===== config.mk =====
export PLATFORM = sky130hd
export DESIGN_NAME = pmbp_burst_policy
export DESIGN_NICKNAME = d
export VERILOG_FILES = /design/src/hdl/pmbp_pkg.sv /design/src/hdl/pmbp_pin_if.sv /design/src/hdl/pmbp_burst_policy.sv /design/src/hdl/pmbp_pin_ctl.sv
export SDC_FILE = /design/constraint.sdc
export NUM_CORES = 1
export LEC_CHECK = 0
export BUFFER_PORTS_ARGS = -buffer_cell sky130_fd_sc_hd__buf_2
export CORE_MARGIN = 2
export CORE_UTILIZATION = 38
export DETAILED_ROUTE_END_ITERATION = 10
export PLACE_DENSITY = 0.76
export SYNTH_ARGS = -nofsm -noshare
export SYNTH_HDL_FRONTEND = slang
export SYNTH_HIERARCHICAL = 1
export SYNTH_SLANG_ARGS = --single-unit

===== constraint.sdc =====
create_clock -name clk -period 2.6 [get_ports clk]
set_input_delay 0.13 -clock clk [delete_from_list [all_inputs] [get_ports clk]]
set_output_delay 0.13 -clock clk [all_outputs]
set_load 0.02 [all_outputs]

===== src/hdl/pmbp_pkg.sv =====
package pmbp_pkg;

  // ---------------------------------------------------------------------------
  // register map (byte addresses, one 32-bit word each)
  // ---------------------------------------------------------------------------
  localparam logic [7:0] REG_CFG  = 8'h00;  // policy configuration
  localparam logic [7:0] REG_STAT = 8'h04;  // error and mode status
  localparam logic [7:0] REG_EVT  = 8'h08;  // card status change event
  localparam logic [7:0] REG_MASK = 8'h0C;  // card status change mask
  localparam logic [7:0] REG_PRES = 8'h10;  // present state
  localparam logic [7:0] REG_FORC = 8'h14;  // force event

  // ---------------------------------------------------------------------------
  // configuration fields
  // ---------------------------------------------------------------------------
  localparam int CFG_CLS_LSB   = 0;   // cache line size, doublewords, 8 bits
  localparam int CFG_CLS_W     = 8;
  localparam int CFG_MWI_CMD   = 8;   // invalidate enable, command register copy
  localparam int CFG_PAR_RESP  = 9;   // parity error response
  localparam int CFG_MWI_CFG   = 10;  // invalidate enable, device option
  localparam int CFG_TERM_LINE = 11;  // terminate write on cache line
  localparam int CFG_RD_ALIGN  = 12;  // read align enable
  localparam int CFG_CLKREQ_DIS = 13; // clock request function disabled
  localparam int CFG_PSTATE_LSB = 14; // power state, 2 bits
  localparam int CFG_TXMAX_EN  = 16;  // transmit max transfer count in use
  localparam int CFG_W         = 17;
  localparam logic [CFG_W-1:0] CFG_RESET = 17'h0_0000;

  // ---------------------------------------------------------------------------
  // status fields
  // ---------------------------------------------------------------------------
  localparam int STAT_MDPE   = 0;  // master data parity error (w1c)
  localparam int STAT_DPE    = 1;  // detected parity error (w1c)
  localparam int STAT_CBUS   = 2;  // cardbus mode from strap
  localparam int STAT_CLKREQ = 3;  // device is claiming the clock
  localparam int EVT_PME     = 0;  // power management event bit

  // ---------------------------------------------------------------------------
  // encodings and constants
  // ---------------------------------------------------------------------------
  localparam logic [1:0] PSTATE_D0 = 2'h0;
  localparam logic [7:0] CLS_8     = 8'h08;
  localparam logic [7:0] CLS_16    = 8'h10;
  localparam logic [3:0] BE_ALL_N  = 4'h0;   // all byte enables active (low)
  localparam int         CLKRUN_HOLD = 2;    // cycles the device pulls clkrun low

  typedef enum logic [1:0] {
    RX_IDLE,
    RX_MWI,
    RX_MW
  } pmbp_rx_st_t;

endpackage


===== src/hdl/pmbp_pin_if.sv =====
// pin-side signals shared between the policy core and the pin handler
interface pmbp_pin_if;
  logic strapLvl;    // synchronised host bus type strap
  logic clkRunHigh;  // synchronised clkrun pin is high (host deasserted)
  logic needClk;     // core wants the bus clock
  logic claiming;    // pin handler is pulling clkrun low

  modport core (input strapLvl, input clkRunHigh, input claiming, output needClk);
  modport pins (output strapLvl, output clkRunHigh, output claiming, input needClk);
endinterface


===== src/hdl/pmbp_burst_policy.sv =====
module pmbp_burst_policy #(
  parameter int DW_W = 12                       // width of doubleword counts
) (
  input  wire logic            clk,             // bus clock, 100 MHz
  input  wire logic            sys_rst,         // synchronous reset, active high
  // wishbone slave
  input  wire logic [7:0]      wb_adr_i,        // byte address
  input  wire logic [31:0]     wb_dat_i,        // write data
  input  wire logic [3:0]      wb_sel_i,        // byte lanes
  input  wire logic            wb_we_i,         // write
  input  wire logic            wb_cyc_i,        // cycle
  input  wire logic            wb_stb_i,        // strobe
  output logic      [31:0]     wb_dat_o,        // read data
  output logic                 wb_ack_o,        // acknowledge
  // receive write dma
  input  wire logic            rxStart,         // new write burst request pulse
  input  wire logic            rxIsData,        // burst carries receive data
  input  wire logic            rxBeat,          // one data phase done
  input  wire logic [31:0]     rxAddr,          // address of start or beat
  input  wire logic [DW_W-1:0] rxFifoDw,        // doublewords in receive FIFO
  input  wire logic [DW_W-1:0] rxRoomDw,        // room in host buffer
  output logic                 rxGo,            // burst accepted pulse
  output logic                 rxCmdMwi,        // use invalidate command
  output logic                 rxBeAllN,        // force all byte enables
  output logic                 rxStop,          // end burst pulse
  // transmit read dma
  input  wire logic            txStart,         // read burst request pulse
  input  wire logic            txBeat,          // one data phase done
  input  wire logic [31:0]     txAddr,          // address of beat
  input  wire logic            txAlmostFull,    // transmit FIFO nearly full
  input  wire logic            txMaxReached,    // max transfer count reached
  input  wire logic            otherPending,    // other channels waiting
  output logic                 txGo,            // read burst accepted pulse
  output logic                 txStop,          // end read burst pulse
  // control structure fetch
  input  wire logic            ctlReq,          // fetch request pulse
  input  wire logic [31:0]     ctlBase,         // structure base address
  output logic                 ctlGo,           // fetch accepted pulse
  output logic      [31:0]     ctlAddr,         // fetch start address
  // parity and pins
  input  wire logic            parErr,          // data parity error as initiator
  input  wire logic            parErrRead,      // error was during a read
  output logic                 perrOe,          // drive perr low
  input  wire logic            strapPin,        // host_bus_type_strap pin
  input  wire logic            clkRunPin,       // clkrun wire level
  output logic                 clkRunOe,        // pull clkrun low
  input  wire logic            dmaBusy,         // dma activity needs clock
  input  wire logic            pmeEvent,        // power management event pulse
  output logic                 pmeOe,           // pull pme low (pci mode)
  output logic                 cardStsChg,      // card status change (cardbus)
  output logic                 cardbusMode      // strap result
);

  // ---------------------------------------------------------------------------
  // helpers
  // ---------------------------------------------------------------------------
  function automatic logic clsValid(input logic [7:0] cache_line_size);
    return (cache_line_size == pmbp_pkg::CLS_8) || (cache_line_size == pmbp_pkg::CLS_16);
  endfunction

  // doubleword index within the line; line size taken as a power of two
  function automatic logic [7:0] lineIdx(input logic [31:0] a, input logic [7:0] cache_line_size);
    return a[9:2] & (cache_line_size - 8'h01);
  endfunction

  function automatic logic lineEnd(input logic [31:0] a, input logic [7:0] cache_line_size);
    return (cache_line_size != 8'h00) && (lineIdx(a, cache_line_size) == (cache_line_size - 8'h01));
  endfunction

  function automatic logic [31:0] laneMerge(input logic [31:0] old, input logic [31:0] wd,
                                            input logic [3:0] sel);
    logic [31:0] r;
    r = old;
    for (int i = 0; i < 4; i++) begin
      if (sel[i]) begin
        r[i*8 +: 8] = wd[i*8 +: 8];
      end
    end
    return r;
  endfunction

  // ---------------------------------------------------------------------------
  // pin handler
  // ---------------------------------------------------------------------------
  pmbp_pin_if pinBus ();

  pmbp_pin_ctl uPins (
    .clk       (clk),
    .sys_rst   (sys_rst),
    .strapPin  (strapPin),
    .clkRunPin (clkRunPin),
    .clkRunOe  (clkRunOe),
    .pin       (pinBus.pins)
  );

  // ---------------------------------------------------------------------------
  // register file and wishbone slave
  // ---------------------------------------------------------------------------
  logic [pmbp_pkg::CFG_W-1:0] cfg_ff, nxt_cfg;
  logic        mdpe_ff, nxt_mdpe, dpe_ff, nxt_dpe;
  logic        evt_ff, nxt_evt, mask_ff, nxt_mask;
  logic        ack_ff, nxt_ack;
  logic [31:0] rdat_ff, nxt_rdat;
  logic        perr_ff, nxt_perr;
  logic        cbus_ff, nxt_cbus;

  logic [7:0]  cache_line_size;
  logic        inD0, parResp, reqOk, wrHit;
  logic [31:0] cfgWord, statWord, wdat;

  assign cache_line_size     = cfg_ff[pmbp_pkg::CFG_CLS_LSB +: pmbp_pkg::CFG_CLS_W];
  assign inD0    = cfg_ff[pmbp_pkg::CFG_PSTATE_LSB +: 2] == pmbp_pkg::PSTATE_D0;
  assign parResp = cfg_ff[pmbp_pkg::CFG_PAR_RESP];
  assign reqOk   = wb_cyc_i && wb_stb_i && !ack_ff;
  assign wrHit   = reqOk && wb_we_i;
  assign wdat    = wb_dat_i;

  always_comb begin
    cfgWord  = 32'h0000_0000;
    cfgWord[pmbp_pkg::CFG_W-1:0] = cfg_ff;
    statWord = 32'h0000_0000;
    statWord[pmbp_pkg::STAT_MDPE]   = mdpe_ff;
    statWord[pmbp_pkg::STAT_DPE]    = dpe_ff;
    statWord[pmbp_pkg::STAT_CBUS]   = cbus_ff;
    statWord[pmbp_pkg::STAT_CLKREQ] = pinBus.claiming;
  end

  // one-wait-state slave; status bits clear on write-one, hardware set wins
  always_comb begin
    logic [31:0] m;
    m         = laneMerge(cfgWord, wdat, wb_sel_i);
    nxt_ack   = reqOk;
    nxt_rdat  = 32'h0000_0000;
    nxt_cfg   = cfg_ff;
    nxt_mdpe  = mdpe_ff;
    nxt_dpe   = dpe_ff;
    nxt_evt   = evt_ff;
    nxt_mask  = mask_ff;
    nxt_perr  = 1'b0;
    nxt_cbus  = cbus_ff;
    if (wrHit) begin
      case (wb_adr_i)
        pmbp_pkg::REG_CFG:  nxt_cfg = m[pmbp_pkg::CFG_W-1:0];
        pmbp_pkg::REG_STAT: begin
          if (wb_sel_i[0] && wdat[pmbp_pkg::STAT_MDPE]) nxt_mdpe = 1'b0;
          if (wb_sel_i[0] && wdat[pmbp_pkg::STAT_DPE])  nxt_dpe  = 1'b0;
        end
        pmbp_pkg::REG_EVT:  if (wb_sel_i[0] && wdat[pmbp_pkg::EVT_PME]) nxt_evt = 1'b0;
        pmbp_pkg::REG_MASK: if (wb_sel_i[0]) nxt_mask = wdat[pmbp_pkg::EVT_PME];
        pmbp_pkg::REG_FORC: if (wb_sel_i[0] && wdat[pmbp_pkg::EVT_PME]) nxt_evt = 1'b1;
        default: ;
      endcase
    end else if (reqOk) begin
      case (wb_adr_i)
        pmbp_pkg::REG_CFG:  nxt_rdat = cfgWord;
        pmbp_pkg::REG_STAT: nxt_rdat = statWord;
        pmbp_pkg::REG_EVT:  nxt_rdat = {31'h0000_0000, evt_ff};
        pmbp_pkg::REG_MASK: nxt_rdat = {31'h0000_0000, mask_ff};
        pmbp_pkg::REG_PRES: nxt_rdat = {31'h0000_0000, evt_ff && mask_ff};
        default:            nxt_rdat = 32'h0000_0000;
      endcase
    end
    // set after clear so a same-cycle error is never lost
    if (parErr && parResp) begin
      nxt_perr = 1'b1;
      nxt_mdpe = 1'b1;
    end
    if (parErr && parErrRead) begin
      nxt_dpe = 1'b1;
    end
    if (pmeEvent) begin
      nxt_evt = 1'b1;
    end
    // strap follows the pin while reset is held and freezes at release
    if (sys_rst) begin
      nxt_cbus = pinBus.strapLvl;
    end
  end

  always_ff @(posedge clk) begin
    cbus_ff <= nxt_cbus;
    if (sys_rst) begin
      cfg_ff  <= pmbp_pkg::CFG_RESET;
      mdpe_ff <= 1'b0;
      dpe_ff  <= 1'b0;
      evt_ff  <= 1'b0;
      mask_ff <= 1'b0;
      ack_ff  <= 1'b0;
      rdat_ff <= 32'h0000_0000;
      perr_ff <= 1'b0;
    end else begin
      cfg_ff  <= nxt_cfg;
      mdpe_ff <= nxt_mdpe;
      dpe_ff  <= nxt_dpe;
      evt_ff  <= nxt_evt;
      mask_ff <= nxt_mask;
      ack_ff  <= nxt_ack;
      rdat_ff <= nxt_rdat;
      perr_ff <= nxt_perr;
    end
  end

  // ---------------------------------------------------------------------------
  // receive write command policy
  // ---------------------------------------------------------------------------
  pmbp_pkg::pmbp_rx_st_t rxSt_ff, nxt_rxSt;
  logic rxGo_ff, nxt_rxGo, rxStop_ff, nxt_rxStop;
  logic mwiAllowed, mwiStartOk, mwiNextOk;

  // enables, line size, resources and data-only, evaluated every cycle
  always_comb begin
    mwiAllowed = clsValid(cache_line_size)
                 && (rxFifoDw >= DW_W'(cache_line_size)) && (rxRoomDw >= DW_W'(cache_line_size))
                 && cfg_ff[pmbp_pkg::CFG_MWI_CMD]
                 && cfg_ff[pmbp_pkg::CFG_MWI_CFG]
                 && rxIsData;
    mwiStartOk = mwiAllowed && (lineIdx(rxAddr, cache_line_size) == 8'h00);
    // FIFO and room already exclude the beat just moved
    mwiNextOk  = mwiAllowed;
  end

  always_comb begin
    nxt_rxSt   = rxSt_ff;
    nxt_rxGo   = 1'b0;
    nxt_rxStop = 1'b0;
    case (rxSt_ff)
      pmbp_pkg::RX_IDLE: begin
        if (rxStart && inD0) begin
          nxt_rxGo = 1'b1;
          nxt_rxSt = mwiStartOk ? pmbp_pkg::RX_MWI : pmbp_pkg::RX_MW;
        end
      end
      pmbp_pkg::RX_MWI: begin
        // lines complete whole; cross only when the next one can complete too
        if (rxBeat && lineEnd(rxAddr, cache_line_size) && !mwiNextOk) begin
          nxt_rxStop = 1'b1;
          nxt_rxSt   = pmbp_pkg::RX_IDLE;
        end
      end
      pmbp_pkg::RX_MW: begin
        if (rxBeat && lineEnd(rxAddr, cache_line_size) && cfg_ff[pmbp_pkg::CFG_TERM_LINE]) begin
          nxt_rxStop = 1'b1;
          nxt_rxSt   = pmbp_pkg::RX_IDLE;
        end
      end
      default: nxt_rxSt = pmbp_pkg::RX_IDLE;
    endcase
    if (rxStart && rxSt_ff != pmbp_pkg::RX_IDLE) begin
      // dma engine closed the burst itself; choose afresh
      nxt_rxGo = inD0;
      nxt_rxSt = !inD0 ? pmbp_pkg::RX_IDLE
                       : (mwiStartOk ? pmbp_pkg::RX_MWI : pmbp_pkg::RX_MW);
    end
  end

  always_ff @(posedge clk) begin
    if (sys_rst) begin
      rxSt_ff   <= pmbp_pkg::RX_IDLE;
      rxGo_ff   <= 1'b0;
      rxStop_ff <= 1'b0;
    end else begin
      rxSt_ff   <= nxt_rxSt;
      rxGo_ff   <= nxt_rxGo;
      rxStop_ff <= nxt_rxStop;
    end
  end

  // ---------------------------------------------------------------------------
  // transmit read alignment and control fetch
  // ---------------------------------------------------------------------------
  logic        txGo_ff, nxt_txGo, txStop_ff, nxt_txStop;
  logic        ctlGo_ff, nxt_ctlGo;
  logic [31:0] ctlAddr_ff, nxt_ctlAddr;
  logic        alignOn, yieldReq;

  assign alignOn  = cfg_ff[pmbp_pkg::CFG_RD_ALIGN];
  assign yieldReq = cfg_ff[pmbp_pkg::CFG_TXMAX_EN] && txMaxReached && otherPending;

  // aligned mode trades burst length for line-aligned restarts
  always_comb begin
    nxt_txGo    = txStart && inD0;
    nxt_txStop  = 1'b0;
    nxt_ctlGo   = ctlReq && inD0;
    nxt_ctlAddr = ctlAddr_ff;
    if (txBeat) begin
      if (alignOn) begin
        if ((txAlmostFull || yieldReq) && lineEnd(txAddr, cache_line_size)) begin
          nxt_txStop = 1'b1;
        end
      end else if (yieldReq) begin
        nxt_txStop = 1'b1;
      end
    end
    if (ctlReq && inD0) begin
      nxt_ctlAddr = ctlBase;
    end
  end

  always_ff @(posedge clk) begin
    if (sys_rst) begin
      txGo_ff    <= 1'b0;
      txStop_ff  <= 1'b0;
      ctlGo_ff   <= 1'b0;
      ctlAddr_ff <= 32'h0000_0000;
    end else begin
      txGo_ff    <= nxt_txGo;
      txStop_ff  <= nxt_txStop;
      ctlGo_ff   <= nxt_ctlGo;
      ctlAddr_ff <= nxt_ctlAddr;
    end
  end

  // ---------------------------------------------------------------------------
  // clock request and power event pins
  // ---------------------------------------------------------------------------
  logic pme_ff, nxt_pme, csc_ff, nxt_csc;

  // disabled request function means the clock is claimed even when idle
  assign pinBus.needClk = dmaBusy || cfg_ff[pmbp_pkg::CFG_CLKREQ_DIS];

  always_comb begin
    nxt_pme = !cbus_ff && evt_ff && mask_ff;
    nxt_csc = cbus_ff && evt_ff && mask_ff;
  end

  always_ff @(posedge clk) begin
    if (sys_rst) begin
      pme_ff <= 1'b0;
      csc_ff <= 1'b0;
    end else begin
      pme_ff <= nxt_pme;
      csc_ff <= nxt_csc;
    end
  end

  // ---------------------------------------------------------------------------
  // outputs
  // ---------------------------------------------------------------------------
  assign wb_dat_o    = rdat_ff;
  assign wb_ack_o    = ack_ff;
  assign rxGo        = rxGo_ff;
  assign rxCmdMwi    = rxSt_ff == pmbp_pkg::RX_MWI;
  assign rxBeAllN    = rxSt_ff == pmbp_pkg::RX_MWI;      // all lanes in invalidate
  assign rxStop      = rxStop_ff;
  assign txGo        = txGo_ff;
  assign txStop      = txStop_ff;
  assign ctlGo       = ctlGo_ff;
  assign ctlAddr     = ctlAddr_ff;
  assign perrOe      = perr_ff;
  assign pmeOe       = pme_ff;
  assign cardStsChg  = csc_ff;
  assign cardbusMode = cbus_ff;

endmodule


===== src/hdl/pmbp_pin_ctl.sv =====
module pmbp_pin_ctl (
  input  wire logic clk,          // bus clock
  input  wire logic sys_rst,      // synchronous reset
  input  wire logic strapPin,     // host_bus_type_strap pin
  input  wire logic clkRunPin,    // clkrun wire level
  output logic      clkRunOe,     // pull clkrun low when high
  pmbp_pin_if.pins  pin           // to policy core
);

  // ---------------------------------------------------------------------------
  // two-stage synchronisers; first stage is read only by the second
  // ---------------------------------------------------------------------------
  logic strapS1_ff, strapS2_ff, runS1_ff, runS2_ff;
  logic nxt_strapS1, nxt_strapS2, nxt_runS1, nxt_runS2;

  always_comb begin
    nxt_strapS1 = strapPin;
    nxt_strapS2 = strapS1_ff;
    nxt_runS1   = clkRunPin;
    nxt_runS2   = runS1_ff;
  end

  always_ff @(posedge clk) begin
    strapS1_ff <= nxt_strapS1;
    strapS2_ff <= nxt_strapS2;
    runS1_ff   <= nxt_runS1;
    runS2_ff   <= nxt_runS2;
  end

  assign pin.strapLvl   = strapS2_ff;
  assign pin.clkRunHigh = runS2_ff;

  // ---------------------------------------------------------------------------
  // clock claim: when the host lets clkrun float high and the device still
  // needs the clock, pull the wire low for a short hold, then release
  // ---------------------------------------------------------------------------
  logic       oe_ff, nxt_oe;
  logic [1:0] hold_ff, nxt_hold;

  always_comb begin
    nxt_oe   = oe_ff;
    nxt_hold = hold_ff;
    if (oe_ff) begin
      if (hold_ff == 2'(pmbp_pkg::CLKRUN_HOLD - 1)) begin
        nxt_oe   = 1'b0;
        nxt_hold = 2'h0;
      end else begin
        nxt_hold = hold_ff + 2'h1;
      end
    end else if (pin.needClk && runS2_ff) begin
      nxt_oe = 1'b1;
    end
  end

  always_ff @(posedge clk) begin
    if (sys_rst) begin
      oe_ff   <= 1'b0;
      hold_ff <= 2'h0;
    end else begin
      oe_ff   <= nxt_oe;
      hold_ff <= nxt_hold;
    end
  end

  assign clkRunOe     = oe_ff;
  assign pin.claiming = oe_ff;

endmodule


# Word-level counts from Yosys, hierarchy flattened

Index checks and enable logic that the tools add are counted.

Register bits after elaboration: 104
Output and inout port bits: 77

$add $sub $neg: 2
$lt $le $gt $ge: 2
Equality and inequality tests: 17
Mux-type cells: 34
Bitwise gates (word level): 4
Reductions and logical operators: 61

Operator list:

| operator                                              | number |
|---|---|
| one-hot mux 17 bit (5 select lines)                   | 1 |
| logical AND 1 bit                                     | 31 |
| equality test 8 x 4 -> 1 bit, second input constant   | 3 |
| equality test 8 x 5 -> 1 bit, second input constant   | 3 |
| >= comparator 12 x 8 -> 1 bit                         | 2 |
| two-way mux 1 bit                                     | 23 |
| AND reduction 3 bit                                   | 7 |
| AND 8 bit                                             | 2 |
| equality test 8 bit                                   | 2 |
| logical NOT 8 bit                                     | 2 |
| nonzero test 2 bit                                    | 8 |
| two-way mux 2 bit                                     | 7 |
| inequality test 3 bit, second input constant          | 4 |
| equality test 8 x 3 -> 1 bit, second input constant   | 1 |
| nonzero test 8 bit                                    | 1 |
| subtractor 8 x 1 -> 8 bit, second input constant      | 1 |
| one-hot mux 2 bit (3 select lines)                    | 1 |
| equality test 2 x 1 -> 1 bit, second input constant   | 2 |
| logical NOT 2 bit                                     | 2 |
| one-hot mux 1 bit (2 select lines)                    | 2 |
| AND reduction 4 bit                                   | 1 |
| logical NOT 1 bit                                     | 3 |
| logical OR 1 bit                                      | 3 |
| inequality test 3 x 1 -> 1 bit, second input constant | 1 |
| other kinds (6)                                       | 7 |

# Depth between registers and ports, before layout

Depth in word-level cells: 12
Gate-level depth with buffers: 10
Mapped depth without buffers: 9

# By module

Netlist, hierarchy kept.

Modules (own cells, without submodules):

| module            | times used | cells an instance | area each (um^2) | seq. area each (um^2) |
|---|---|---|---|---|
| pmbp_burst_policy | 1          | 447               | 3,798.6          | 1,651.6 |
| pmbp_pin_ctl      | 1          | 14                | 185.2            | 140.1 |

# Worst setup path before layout

No wires, ideal clock.

Path kind: register to register
Start: register cfg_ff[7] (netlist bit)
End: register rxSt_ff[0]
Library setup time: 0.117 ns
Arrival: 2.291 ns
Required time: 2.483 ns
Setup slack: 0.192 ns
Cell stages (with the launch flop): 10
Buffers on the path: 0
Clock period less this slack: 2.408 ns
Cell sequence: dfxtp_1 inv_1 ha_1 or4_1 a311o_1 a221o_1 o211ai_2 a31oi_1 a211o_1 a22o_1

Cells in the longest elaborated chain, start to end: 12
Elaborated cells on any way between the ends: 29
Those cells by class: add/sub: 1; order compare: 2; eq/ne: 5; mux: 5; bitwise: 1; reduce/logical: 15

Ends and longest elaborated chain:

| item                                                                               | line                     | text |
|---|---|---|
| start: declaration                                                                 | pmbp_burst_policy.sv:99  | `logic [pmbp_pkg::CFG_W-1:0] cfg_ff, nxt_cfg;` |
| start signal: assignment                                                           | pmbp_burst_policy.sv:183 | `cfg_ff <= pmbp_pkg::CFG_RESET;` |
| start signal: assignment                                                           | pmbp_burst_policy.sv:192 | `cfg_ff <= nxt_cfg;` |
| parallel branches: the longest is 12 deep, another holds subtractor 8 x 1 -> 8 bit | n/a                      |  |
| end signal: assignment                                                             | pmbp_burst_policy.sv:258 | `rxSt_ff <= pmbp_pkg::RX_IDLE;` |
| end signal: assignment                                                             | pmbp_burst_policy.sv:262 | `rxSt_ff <= nxt_rxSt;` |
| end: declaration                                                                   | pmbp_burst_policy.sv:206 | `pmbp_pkg::pmbp_rx_st_t rxSt_ff, nxt_rxSt;` |

Parallel ways; which one is timed is not known. The select of a mux whose other input is x is not followed.
A chain may end at the register's enable or synchronous reset.

# Worst setup path in the final report

Start: register cfg_ff[5] (netlist bit)
End: register rxSt_ff[0]

The elaborated chain is that of the path after synthesis.

==> results.cfg <==
[outcome]
status = finished, final reports clean

[finish]
area_growth_pct = 32.3
num-fill-cells = 996
layout_commonest_cell = buf_2
final_core_util_pct = 51.5
final_cell_mix = buf_2, dfxtp_1, nand2_1
layout-drive-gt1-share_pct = 33.6
fin_nets = 851
antenna-diode-count = 0
multiInputGateArea_sq_um = 1970
regArea_sq_um = 1790
stdcell_count = 787

[clock_network]
cts.clk_slew.worst_paths_ps = 90
ctsHtreeMaxLevel = 3
cts_buffers = 9
cts_max_path_buffers = 2
insertion_delay_ps = 330
cts.sinks = 89
root_buffer = clkbuf_8
cts_tree = yes

[die]
die-area_sq_um = 11300
fp-row-count = 37
dieHeight_um = 106
coreArea_sq_um = 10200
start_util_pct = 38.9
io_pins = 261
die_x_um = 106

[global_route]
grt_pass1_vias = 3812
antenna_found_initial = 0
grt_usage_pct = 18.9
grt_pass1_wl_mm = 17.3
grt_max_degree = 40
grt-ovfl-total = 0

[timing]
worst_pin_slew_ps = 1020
max_slew_margin_pct = 32.2
slew_violations = 0
period_minus_slack_ps = 2460
final.setup.tns_ps = 0
setup_viol_count_final = 0
rsz0062_at_grt = no
fin_skew_ps = 10.5
finalCritPeriodShare_pct = 94.5
setup_ws_ps = 143
hold_viol = 0
max_freq_ghz = 0.407

[synthesis]
synth_edf_count = 1
yosysUniqueCellTypes = 52
yosys_most_used_dff = dfxtp_1
yosysWarnings = 6
async_reset_ff_share_pct = 0
netlist_instances = 461
ys_ff_latch = 89
seq_area_frac_synth_pct = 45.0
syn_avg_cell_area_sq_um = 8.64
synth_area_sq_um = 3980

[min_path]
hold_depth = 3
hold_class = primary input to register

[route]
dr_total_vias = 3873
viasPerCell = 4.92
ant_nets = 0
remaining_drc_errors = 0
initialDrtViolationCount = 191
drt_first_pass_iters = 5
routed_wl_mm = 10.8
routedWlPerCell_um = 13.7

[placement]
hpwl_mm = 8.49
pre_cts_ws_ps = 59.0
place_congestion = 0.906
portBuffers = 181
dp.cells = 766

[worst_setup_path]
path_class = register to register
path_max_fanout = 5
cp-end-kind = register
startpoint_type = register
cp.arrival_ps = 2690
ff2ff_path_depth = 9
required_ps = 2830

[power]
finalPower_mw = 2.85
vdd_ir_drop_max_uv = 295
p_leak_nw = 2.54
power.density_nw_per_um2 = 541

[job]
drv_cap = 0
[sequential cells by signal, indices dropped and copies added (netlist names), 2 cells and up]
name           cells
ctlAddr           32
cfg_ff            17
wb_dat_o          17
rxSt_ff            2
uPins/hold_ff      2
[path summary, 6_finish.rpt]
check,start,end,slack (ps)
worst max register to register,cfg_ff[5]$_SDFFE_PP0P_,rxSt_ff[0]$_SDFFE_PP0P_,140
worst max-delay path,cfg_ff[5]$_SDFFE_PP0P_,rxSt_ff[0]$_SDFFE_PP0P_,140
worst min-delay path,ctlBase[3],ctlAddr[3]$_SDFFE_PP0P_,30
worst min register to register,uPins/nxt_runS2$_DFF_P_,uPins/pin.clkRunHigh$_DFF_P_,330
[metal layers]
metal / vias up / wire (um) / GRT usage [%]
met1: 1760 / 4510 / 23.3
met3: 28 / 803 / 4.60
met2: 182 / 5220 / 31.8
met5: - / 0 / 0
met4: 0 / 286 / 7.33
li1: 1903 / - / -
[critical path, cell delays in order, from the launching register on]
cell      delay (ps)
dfxtp_1          350
inv_1            110
ha_1             310
a21o_1           180
a311o_1          360
a221o_1          280
o211ai_2         100
a31oi_1          140
a211o_1          300
a22o_1           210
[layout make-up]
type / instances / area share, %
Sequential cell: 89 / 34.0
Timing Repair Buffer: 194 / 19.2
Inverter: 22 / 1.57
Clock inverter: 5 / 1.61
Clock buffer: 11 / 2.87
Multi-Input combinational cell: 330 / 37.5
Tap cell: 136 / 3.23
[cell usage after synthesis, types with 2 or more instances]
library cell	instances	area (sq um)
mux2i_1	22	220
nand3_1	9	45.0
nor3_1	15	75.1
dfxtp_1	88	1760
a22oi_1	3	22.5
a21oi_1	40	200
or2_2	2	12.5
and3_1	3	18.8
o221a_2	2	22.5
inv_1	22	82.6
o21ai_0	6	30.0
and2_1	15	93.8
xnor2_1	7	61.3
nor2_1	40	150
o221ai_1	2	17.5
nand2b_1	5	31.3
buf_4	17	128
nand2_1	80	300
o22ai_1	3	18.8
a31oi_1	2	12.5
and4_1	2	17.5
ha_1	21	263
clkbuf_1	15	56.3
nand4_1	3	18.8
nor4_1	3	18.8
a211oi_1	4	30.0
a211o_1	3	26.3
nor3b_1	2	15.0
or4_1	2	15.0
[power breakdown]
part | total [mW] | switching (mW) | internal (mW)
clock network | 1.08 | 0.481 | 0.600
registers | 1.43 | 0.0218 | 1.41
logic | 0.341 | 0.196 | 0.146
[logic make-up (layout without fill, tap and decap cells)]
group | Yosys count | count (layout) | synth area share (%)
xor gates and xnor gates | 8 | 8 | 1.76
AOI/OAI and AO/OA | 77 | 77 | 12.4
adders and majority gates | 21 | 21 | 6.60
other | 1 | 15 | 0.0941
DFF | 89 | 89 | 45.0
muxes | 22 | 22 | 5.53
buffers and inverters | 56 | 232 | 6.91
and+or+nand+nor | 187 | 187 | 21.7
[metrics by stage]
stage / instance area [sq um] / hold slack, ps
after floorplan: 4040 / 158
after global placement: 4980 / 233
after detailed placement: 4980 / 234
after CTS: 5260 / 2.63
after global routing: 5270 / 0.970
final: 5270 / 25.1
[repair_timing]
item / CTS / global route
endpoints found under the setup margin: 0 / 2
hold buffers: 4 / 0
buffers inserted: 0 / 1
gates resized for setup: 0 / 4
endpoints found under the hold margin: 4 / 0
Power figures use the tool's default switching activity.
